[src/rtl/sio_pkg.sv]
// shared constants and carrier types for the stream in/out function units
// assumes a single 10 MHz clock and synchronous active-high reset
`default_nettype none
package sio_pkg;
	// data byte width on the stream pins
	localparam int DATA_W = 8;
	// operation latencies in cycles
	localparam int SAMPLE_LAT = 3;
	localparam int STATUS_LAT = 1;
	// pipeline stage counter width
	localparam int STAGE_W = 2;
	// reset values
	localparam logic [7:0] DATA_RST = 8'h00;
	localparam logic [1:0] STAGE_IDLE = 2'h0;
	// stage loaded on the cycle a transfer starts
	localparam logic [1:0] STAGE_FIRST = 2'h1;
	localparam logic [1:0] STAGE_LAST = 2'h2;
	// trigger from the core for one unit
	typedef struct packed {
		logic sample_go;
		logic status_go;
		logic [7:0] wr_byte;
	} sio_cmd_t;
	// result back to the core
	typedef struct packed {
		logic done;
		logic [7:0] value;
	} sio_res_t;
	// unit states
	typedef enum logic [1:0] {SIO_IDLE, SIO_BUSY, SIO_WAIT} sio_state_t;
endpackage : sio_pkg
`default_nettype wire

[src/rtl/sio_stream_units.sv]
// stream input and stream output function units, one copy per stream
// assumes the core holds triggers low while lock_o is high; pins synchronous
`timescale 1ns/10ps
`default_nettype none
module sio_stream_units
#(
	// cycles from a sample request to its done pulse; the stage counter holds up to 4
	parameter int SAMPLE_LAT = sio_pkg::SAMPLE_LAT
)
(
	// clock and reset
	input wire logic clk_i,
	input wire logic reset_i,
	// core side, input unit
	input wire sio_pkg::sio_cmd_t in_cmd_i,
	output var sio_pkg::sio_res_t in_res_o,
	output logic in_lock_o,
	// core side, output unit
	input wire sio_pkg::sio_cmd_t out_cmd_i,
	output var sio_pkg::sio_res_t out_res_o,
	output logic out_lock_o,
	// stream source pins
	input wire logic [7:0] src_data_i,
	input wire logic src_status_i,
	output logic src_ack_o,
	// stream sink pins
	output logic [7:0] snk_data_o,
	output logic byte_valid_strobe_o,
	input wire logic snk_status_i
);
	////////////////////////////////////////////////////////////////////////
	// elaboration checks
	// the stage counter is two bits wide, so at most four cycles fit;
	// a one-cycle sample op would leave the stream no time to reply
	if (SAMPLE_LAT < 2 || SAMPLE_LAT > 4)
	begin : g_lat_check
		$error("sample latency outside 2 to 4 cycles");
	end
	// last counter stage, the one that raises done
	localparam logic [1:0] LAST_STAGE = 2'(SAMPLE_LAT - 1);

	////////////////////////////////////////////////////////////////////////
	// decode
	// a sample op waits in WAIT while the stream is empty or full
	sio_pkg::sio_state_t in_st_q, in_st_d; // input unit state
	sio_pkg::sio_state_t out_st_q, out_st_d; // output unit state
	logic [1:0] in_cnt_q, in_cnt_d; // input latency stage
	logic [1:0] out_cnt_q, out_cnt_d; // output latency stage
	sio_pkg::sio_res_t in_res_d, out_res_d; // next result words
	logic [7:0] snk_data_d; // next byte on the sink pins
	logic in_ready, out_ready; // stream can serve
	logic in_fire, out_fire; // transfer starts this cycle
	logic in_last, out_last; // last latency stage, done follows
	// stream can serve now
	assign in_ready = src_status_i;
	assign out_ready = snk_status_i;
	// start the transfer when request is seen and stream ready
	assign in_fire = (in_st_q == sio_pkg::SIO_IDLE && in_cmd_i.sample_go && in_ready)
		|| (in_st_q == sio_pkg::SIO_WAIT && in_ready);
	assign out_fire = (out_st_q == sio_pkg::SIO_IDLE && out_cmd_i.sample_go && out_ready)
		|| (out_st_q == sio_pkg::SIO_WAIT && out_ready);
	assign in_last = in_st_q == sio_pkg::SIO_BUSY && in_cnt_q == LAST_STAGE;
	assign out_last = out_st_q == sio_pkg::SIO_BUSY && out_cnt_q == LAST_STAGE;
	// a sample request that arrives while busy or waiting is dropped;
	// the core is expected to wait for done before it asks again

	// next state, shared form for both units
	function automatic sio_pkg::sio_state_t nxt(input sio_pkg::sio_state_t s,
		input logic go, input logic fire, input logic last);
		case (s)
			sio_pkg::SIO_IDLE: nxt = fire ? sio_pkg::SIO_BUSY
				: (go ? sio_pkg::SIO_WAIT : sio_pkg::SIO_IDLE);
			sio_pkg::SIO_WAIT: nxt = fire ? sio_pkg::SIO_BUSY : sio_pkg::SIO_WAIT;
			sio_pkg::SIO_BUSY: nxt = last ? sio_pkg::SIO_IDLE : sio_pkg::SIO_BUSY;
			default: nxt = sio_pkg::SIO_IDLE;
		endcase
	endfunction : nxt

	assign in_st_d = nxt(in_st_q, in_cmd_i.sample_go, in_fire, in_last);
	assign out_st_d = nxt(out_st_q, out_cmd_i.sample_go, out_fire, out_last);
	// latency counters: fire loads the first stage, done follows the last
	assign in_cnt_d = in_fire ? sio_pkg::STAGE_FIRST
		: in_st_q == sio_pkg::SIO_BUSY ? in_cnt_q + 2'h1
		: sio_pkg::STAGE_IDLE;
	assign out_cnt_d = out_fire ? sio_pkg::STAGE_FIRST
		: out_st_q == sio_pkg::SIO_BUSY ? out_cnt_q + 2'h1
		: sio_pkg::STAGE_IDLE;
	// input result: captured byte or status level
	// limitation: a status query while a read is in flight gets no answer
	always_comb
	begin
		in_res_d = '0;
		if (in_fire)
		begin
			in_res_d.value = src_data_i;
		end
		else if (in_st_q == sio_pkg::SIO_BUSY)
		begin
			in_res_d.value = in_res_o.value; // hold captured byte
			in_res_d.done = in_last;
		end
		else if (in_cmd_i.status_go)
		begin
			in_res_d.value = {7'h00, src_status_i};
			in_res_d.done = 1'b1;
		end
	end
	// output result: status only, writes return done
	always_comb
	begin
		out_res_d = '0;
		if (out_st_q == sio_pkg::SIO_BUSY)
		begin
			out_res_d.done = out_last;
		end
		else if (out_cmd_i.status_go && !out_fire)
		begin
			out_res_d.value = {7'h00, snk_status_i};
			out_res_d.done = 1'b1;
		end
	end
	// sink data is held between writes
	assign snk_data_d = (out_st_q == sio_pkg::SIO_IDLE && out_cmd_i.sample_go)
		? out_cmd_i.wr_byte : snk_data_o;

	////////////////////////////////////////////////////////////////////////
	// registers
	// trade-off: write byte latched at request, so core need not hold it
	// every output of the block comes straight from this one process
	always_ff @(posedge clk_i)
	begin
		if (reset_i)
		begin
			in_st_q <= sio_pkg::SIO_IDLE;
			out_st_q <= sio_pkg::SIO_IDLE;
			in_cnt_q <= sio_pkg::STAGE_IDLE;
			out_cnt_q <= sio_pkg::STAGE_IDLE;
			in_res_o <= '0;
			out_res_o <= '0;
			src_ack_o <= 1'b0;
			byte_valid_strobe_o <= 1'b0;
			snk_data_o <= sio_pkg::DATA_RST;
			in_lock_o <= 1'b0;
			out_lock_o <= 1'b0;
		end
		else
		begin
			in_st_q <= in_st_d;
			out_st_q <= out_st_d;
			in_cnt_q <= in_cnt_d;
			out_cnt_q <= out_cnt_d;
			in_res_o <= in_res_d;
			out_res_o <= out_res_d;
			src_ack_o <= in_fire;
			byte_valid_strobe_o <= out_fire;
			snk_data_o <= snk_data_d;
			in_lock_o <= in_st_d == sio_pkg::SIO_WAIT;
			out_lock_o <= out_st_d == sio_pkg::SIO_WAIT;
		end
	end

	////////////////////////////////////////////////////////////////////////
	// checks; a second stream is a second instance
	a_ack_pulse: assert property (@(posedge clk_i) disable iff (reset_i)
		src_ack_o |=> !src_ack_o) else $error("ack longer than one cycle");
	a_dv_pulse: assert property (@(posedge clk_i) disable iff (reset_i)
		byte_valid_strobe_o |=> !byte_valid_strobe_o) else $error("valid too long");
	a_in_lat: assert property (@(posedge clk_i) disable iff (reset_i)
		in_fire |-> ##SAMPLE_LAT in_res_o.done) else $error("read latency wrong");
	a_out_lat: assert property (@(posedge clk_i) disable iff (reset_i)
		out_fire |-> ##SAMPLE_LAT out_res_o.done) else $error("write latency wrong");
	a_in_status: assert property (@(posedge clk_i) disable iff (reset_i)
		(in_st_q == sio_pkg::SIO_IDLE && !in_cmd_i.sample_go && in_cmd_i.status_go)
		|=> in_res_o.done && in_res_o.value == {7'h00, $past(src_status_i)})
		else $error("input status wrong");
	a_out_status: assert property (@(posedge clk_i) disable iff (reset_i)
		(out_st_q == sio_pkg::SIO_IDLE && !out_cmd_i.sample_go && out_cmd_i.status_go)
		|=> out_res_o.done && out_res_o.value == {7'h00, $past(snk_status_i)})
		else $error("output status wrong");
	a_in_capture: assert property (@(posedge clk_i) disable iff (reset_i)
		in_fire |=> src_ack_o && in_res_o.value == $past(src_data_i))
		else $error("byte not captured with ack");
	a_out_drive: assert property (@(posedge clk_i) disable iff (reset_i)
		byte_valid_strobe_o |-> snk_data_o == $past(out_cmd_i.wr_byte, 1)
		|| $past(out_st_q) == sio_pkg::SIO_WAIT) else $error("write byte lost");
	a_in_stall: assert property (@(posedge clk_i) disable iff (reset_i)
		(in_st_q == sio_pkg::SIO_IDLE && in_cmd_i.sample_go && !src_status_i)
		|=> in_lock_o && !src_ack_o) else $error("empty read not stalled");
	a_out_stall: assert property (@(posedge clk_i) disable iff (reset_i)
		(out_st_q == sio_pkg::SIO_IDLE && out_cmd_i.sample_go && !snk_status_i)
		|=> out_lock_o && !byte_valid_strobe_o) else $error("full write not stalled");
	// a stall must end on the first cycle the stream can serve again
	a_in_release: assert property (@(posedge clk_i) disable iff (reset_i)
		in_lock_o && src_status_i |=> !in_lock_o && src_ack_o)
		else $error("read not resumed when data came");
	a_out_release: assert property (@(posedge clk_i) disable iff (reset_i)
		out_lock_o && snk_status_i |=> !out_lock_o && byte_valid_strobe_o)
		else $error("write not resumed when room came");
	a_in_hold: assert property (@(posedge clk_i) disable iff (reset_i)
		in_st_q == sio_pkg::SIO_BUSY |=> in_res_o.value == $past(in_res_o.value))
		else $error("read byte changed before done");
	a_snk_hold: assert property (@(posedge clk_i) disable iff (reset_i)
		out_st_q != sio_pkg::SIO_IDLE |=> $stable(snk_data_o))
		else $error("sink byte changed in flight");
	// no disable here: strobes, locks and done must stay low while reset is held
	a_reset_quiet: assert property (@(posedge clk_i)
		reset_i |=> !src_ack_o && !byte_valid_strobe_o && !in_lock_o && !out_lock_o
		&& !in_res_o.done && !out_res_o.done)
		else $error("strobe, lock or done high after reset");
	c_read: cover property (@(posedge clk_i) disable iff (reset_i) src_ack_o ##2 in_res_o.done);
	c_write: cover property (@(posedge clk_i) disable iff (reset_i) byte_valid_strobe_o);
	c_in_stall: cover property (@(posedge clk_i) disable iff (reset_i) in_lock_o ##1 !in_lock_o);
	c_out_stall: cover property (@(posedge clk_i) disable iff (reset_i) out_lock_o ##1 !out_lock_o);
	// end of the input stream seen by a status query
	c_in_empty: cover property (@(posedge clk_i) disable iff (reset_i)
		in_res_o.done && !src_ack_o && in_res_o.value == 8'h00);
endmodule : sio_stream_units
`default_nettype wire

[config.mk]
export PLATFORM = sky130hd
export DESIGN_NAME = sio_stream_units
export DESIGN_NICKNAME = d
export VERILOG_FILES = /design/src/rtl/sio_pkg.sv /design/src/rtl/sio_stream_units.sv
export SDC_FILE = /design/constraint.sdc
export NUM_CORES = 1
export LEC_CHECK = 0
export BUFFER_PORTS_ARGS = -buffer_cell sky130_fd_sc_hd__buf_2
export CAP_MARGIN = 15
export CORE_MARGIN = 1
export CORE_UTILIZATION = 40
export DETAILED_ROUTE_END_ITERATION = 8
export GPL_TIMING_DRIVEN = 0
export HOLD_SLACK_MARGIN = 0.03
export PLACE_DENSITY = 0.86
export SYNTH_ARGS = -nofsm -noshare
export SYNTH_HDL_FRONTEND = slang
export SYNTH_SLANG_ARGS = --single-unit
[constraint.sdc]
create_clock -name clk_i -period 1.05 [get_ports clk_i]
set_input_delay 0.0525 -clock clk_i [delete_from_list [all_inputs] [get_ports clk_i]]
set_output_delay 0.0525 -clock clk_i [all_outputs]
set_load 0.005 [all_outputs]
== Word level (Yosys, flattened, before mapping) ==
Cells that the tools add are included.
Storage, ports and cells
  bits in registers: 38
  input bits: 32
  output and inout port bits: 30
Cells by class
  $add $sub $neg: 2
  equal/unequal tests: 9
  mux-type cells: 19
  bitwise operators: 3
  reductions and logical operators: 19
Operators by type and width (number)
  $mux 9: 3
  $eq 2x2->1 const B: 6
  $mux 2: 6
  $pmux 2 s3: 2
  $logic_and 1x1->1: 9
  $reduce_or 3->1: 3
  $mux 8: 1
  $mux 1: 7
  $add 2x1->2 const B: 2
  $eq 2x1->1 const B: 2
  $logic_not 2->1: 2
  $reduce_or 2->1: 2
  $not 1->1: 3
  $logic_or 1x1->1: 2
  $ne 2x2->1 const B: 1
  $logic_not 1->1: 1

== Logic depth before layout (Yosys ltp) ==
  depth in word-level cells: 8
  mapped depth: 5

== Worst setup path before layout ==
Ideal clock, no wire load.
  kind: reg2reg
  start: register out_cnt_q[0]
  end: register out_st_q[0]
  library setup time: 0.070 ns
  data arrival time: 1.064 ns
  data required time: 0.980 ns
  path slack: -0.083 ns
  stages on the path, launching flop included: 5
  buffers on the path: 0
  clock period less this slack: 1.133 ns
  cells stage by stage: dfxtp_1 inv_1 ha_1 or3b_2 a21oi_1
Between the ends
  longest elaborated chain between the ends: 4
Ends and longest elaborated chain
  start: declaration: RTL line sio_stream_units.sv:48  | logic [1:0] out_cnt_q, out_cnt_d;
  start signal: assignment: RTL line sio_stream_units.sv:137  | out_cnt_q <= sio_pkg::STAGE_IDLE;
  start signal: assignment: RTL line sio_stream_units.sv:151  | out_cnt_q <= out_cnt_d;
  $eq 2x2->1: RTL line sio_stream_units.sv:63  | assign out_last = out_st_q == sio_pkg::SIO_BUSY && out_cnt_q == LAST_STAGE;
  $logic_and 1x1->1: RTL line sio_stream_units.sv:63
  $mux 1: RTL line sio_stream_units.sv:74  | sio_pkg::SIO_BUSY: nxt = last ? sio_pkg::SIO_IDLE : sio_pkg::SIO_BUSY;
  $pmux 2 s3: RTL line sio_stream_units.sv:70  | case (s)
  end signal: assignment: RTL line sio_stream_units.sv:135  | out_st_q <= sio_pkg::SIO_IDLE;
  end signal: assignment: RTL line sio_stream_units.sv:149  | out_st_q <= out_st_d;
  end: declaration: RTL line sio_stream_units.sv:46  | sio_pkg::sio_state_t out_st_q, out_st_d;
No other way between the ends.
A chain may end at the register's enable or synchronous reset.

== Worst setup path after layout ==
  start: register out_st_q[1]
  end: register snk_data_o[6]
Between the ends
  longest elaborated chain between the ends: 2
Ends and longest elaborated chain
  $logic_not 2->1: RTL line sio_stream_units.sv:123  | assign snk_data_d = (out_st_q == sio_pkg::SIO_IDLE && out_cmd_i.sample_go)
  $logic_and 1x1->1: RTL line sio_stream_units.sv:123
  end signal: assignment: RTL line sio_stream_units.sv:142  | snk_data_o <= sio_pkg::DATA_RST;
  end signal: assignment: RTL line sio_stream_units.sv:156  | snk_data_o <= snk_data_d;
  end: declaration: RTL line sio_stream_units.sv:27  | output logic [7:0] snk_data_o,
No other way between the ends.

==> reports/metrics.csv <==
metric;value;unit
status;complete, but fails checks;
violations;DRC, setup timing;
crit_path_start_kind;register;
yosys_warnings;0;
grtUsageTotal;18.9;%
arrival;1310;ps
yosys.cell_types.count;32;
avgViaCountPerCell;4.92;
syn_area;1220;µm²
die_x;57.2;µm
root_buffer;clkbuf_4;
max_freq;916;MHz
worstHoldStart;out_cmd_i[9];
wl_met2;1.46;mm
power.total;2.32;mW
drt_wl_total;2.74;mm
clock_latency;330;ps
path_clk_slew;80;ps
drtIter0Drc;27;
clockBufferDepth;2;
critical_path_class;reg -> reg;
drv_cap;0;
wl_met3;199;µm
die_y;57.2;µm
numPortBuffers;46;
gp_congestion;0.788;
nFillCells;231;
ir_drop;0.889;mV
grt_pass1_wl;4.61;mm
finalNetCount;226;
n_antenna_cell;0;
r2r_start;out_st_q[1]$_SDFF_PP0_;
antenna_found_initial;0;
layout_setup_ws;-41.9;ps
top_layer;met4;
timing.hold.ws;94.7;ps
startpoint;out_st_q[1]$_SDFF_PP0_;
routedLengthMet1;1.05;mm
end_kind;register;
drc;5;
cp_max_fo;8;
ios;62;
setup-violations-final;14;
crit_chain;nor3b_2 -> buf_6 -> mux2i_1 -> nor2_1;
start_util;43.0;%
drive_gt1_share;45.0;%
coreArea;2830;µm²
antenna_left;0;
area_delta_synth_final;52.6;%
die-area;3270;µm²
wl_per_cell;12.3;µm
std_cell_rows;19;
htree_levels;2;
postLayoutCoreUtil;65.7;%
crit_path_top_delay_cell;dfxtp_4;
dp_slack;-123;ps
hold_depth;4;
critPathMaxStageDelay;370;ps
fin_crit_sh;104;%
syn_area_per_cell;11.1;µm²
netlist_instances;110;
via_count;1093;
powerDensity;1250;nW/µm²
synth-seq-cells;31;
hpwl;1.85;mm
cts_tree;done;
grt_max_degree;11;
slew_violations;0;
final-hold-violation-count;0;
fin_skew;6.61;ps
holdCritPathClass;in -> reg;
rsz0062_at_grt;true;
overflow;0;
p_leak;0.884;nW
drt-pass1-iter-count;6;
cts_inserted_buffers;5;
r2r_cells;4;
clock-sinks;31;
cp.required;1270;ps
grt_pass1_vias;1111;
finalWorstPathRequiredPeriod;1090;ps
seq_area_frac_synth;51.0;%
flip-flops by register name, summed over array words and instances (netlist names):
register and flops:
in_st_q 2, out_st_q 2, snk_data_o 8, out_lock_o 1
byte_valid_strobe_o 1, out_res_o 2, in_lock_o 1, in_res_o 9
src_ack_o 1, out_cnt_q 2, in_cnt_q 2
path summary, 6_finish.rpt:
kind | to | slack, ps
worst min-delay path | out_res_o[0]$_SDFF_PP0_ | 90
worst max register to register | snk_data_o[6]$_SDFFE_PP0P_ | -40
worst max-delay path | snk_data_o[6]$_SDFFE_PP0P_ | -40
worst min register to register | out_cnt_q[1]$_SDFF_PP0_ | 480
logic make-up (layout without fill, tap and decap cells):
logic type / count (synthesis) / after routing / synth area share [%]
simple gates: 34 / 34 / 18.7
flops: 31 / 31 / 51.0
compound gates: 18 / 18 / 12.0
buf+inv: 14 / 89 / 7.61
mux: 10 / 10 / 8.32
fa+ha+maj: 2 / 2 / 2.06
other cells: 1 / 7 / 0.308
stage by stage:
step | setup TNS (ps) | cell area, µm² | std cells
2_1_floorplan | -200 | 1260 | 116
3_3_place_gp | -691 | 1530 | 193
3_5_place_dp | -1370 | 1530 | 193
4_1_cts | -455 | 1850 | 222
5_1_grt | -1380 | 1860 | 222
6_report | -244 | 1860 | 222
synth_stat cells:
master / instances / area share, %
conb_1: 1 / 0.31
dfxtp_1: 31 / 51
nor3b_4: 1 / 1.5
nor3b_1: 1 / 0.62
nor4b_1: 2 / 1.4
nor4bb_1: 1 / 0.82
nor4_1: 4 / 2.1
o21ai_0: 1 / 0.41
nand3b_1: 2 / 1.2
a22o_1: 7 / 5.0
nand2b_1: 2 / 1.0
a21boi_0: 1 / 0.62
o21ba_4: 1 / 1.3
nand2_1: 3 / 0.92
nor2b_1: 1 / 0.51
ha_1: 2 / 2.1
and3b_1: 1 / 0.72
a211oi_1: 1 / 0.62
nor3_1: 2 / 0.82
a21oi_1: 5 / 2.1
and2b_2: 1 / 0.72
nor2_1: 8 / 2.5
buf_2: 2 / 0.82
buf_4: 10 / 6.2
a21o_1: 1 / 0.62
mux2_2: 1 / 0.92
inv_1: 2 / 0.62
nor2_2: 2 / 1.0
or3b_2: 2 / 1.4
nor3_4: 1 / 1.3
mux2i_1: 9 / 7.4
o41ai_2: 1 / 1.3
power by group:
group / switching [mW] / internal (mW)
sequential: 0.0412 / 1.24
combinational: 0.179 / 0.266
clock: 0.359 / 0.237
total: 0.579 / 1.74
worst max-delay path, delay by kind of cell, from the launching register on:
family / cells / cell delay [ps]
buffers and inverters: 1 / 170
multiplexers: 1 / 210
flip-flops: 1 / 370
AND/OR/NAND/NOR: 2 / 220
repair_timing:
action                                  in CTS  in global routing
pin swaps                                    6                  5
endpoints found under the setup margin      21                 24
hold buffers                                19                  0
setup buffers                                5                  0
endpoints found under the hold margin       24                  0
gates resized for setup                      8                  1
layout make-up:
class                           instances  area (µm²)  share of cell area (%)
Clock buffer                            6        41.3                    2.22
Buffer                                 11        85.1                    4.58
Tap cell                               31        38.8                    2.09
Timing Repair Buffer                   70         495                    26.7
Sequential cell                        31         633                    34.1
Multi-Input combinational cell         71         557                    30.0
Inverter                                2        7.51                   0.404
layer usage:
layer	vias to the layer above	GRT usage (%)
met5	-	0
met4	0	6.97
met3	4	7.26
met2	41	37.3
met1	507	17.2
li1	541	-
cell usage in the layout, fill, tap and decap left out, types with 2 or more instances in the layout:
cell,n
inv_1,2
nor4b_1,2
nand3b_1,2
a22o_1,7
buf_2,48
mux2i_1,9
buf_12,3
nor4_1,4
nand2b_1,2
dfxtp_4,3
dlygate4sd3_1,19
buf_4,9
a21oi_1,5
or3b_4,2
nand2_1,2
dfxtp_1,27
clkbuf_4,5
buf_6,2
nor2_1,8
conb_1,7
Power figures use the tool's default switching activity.
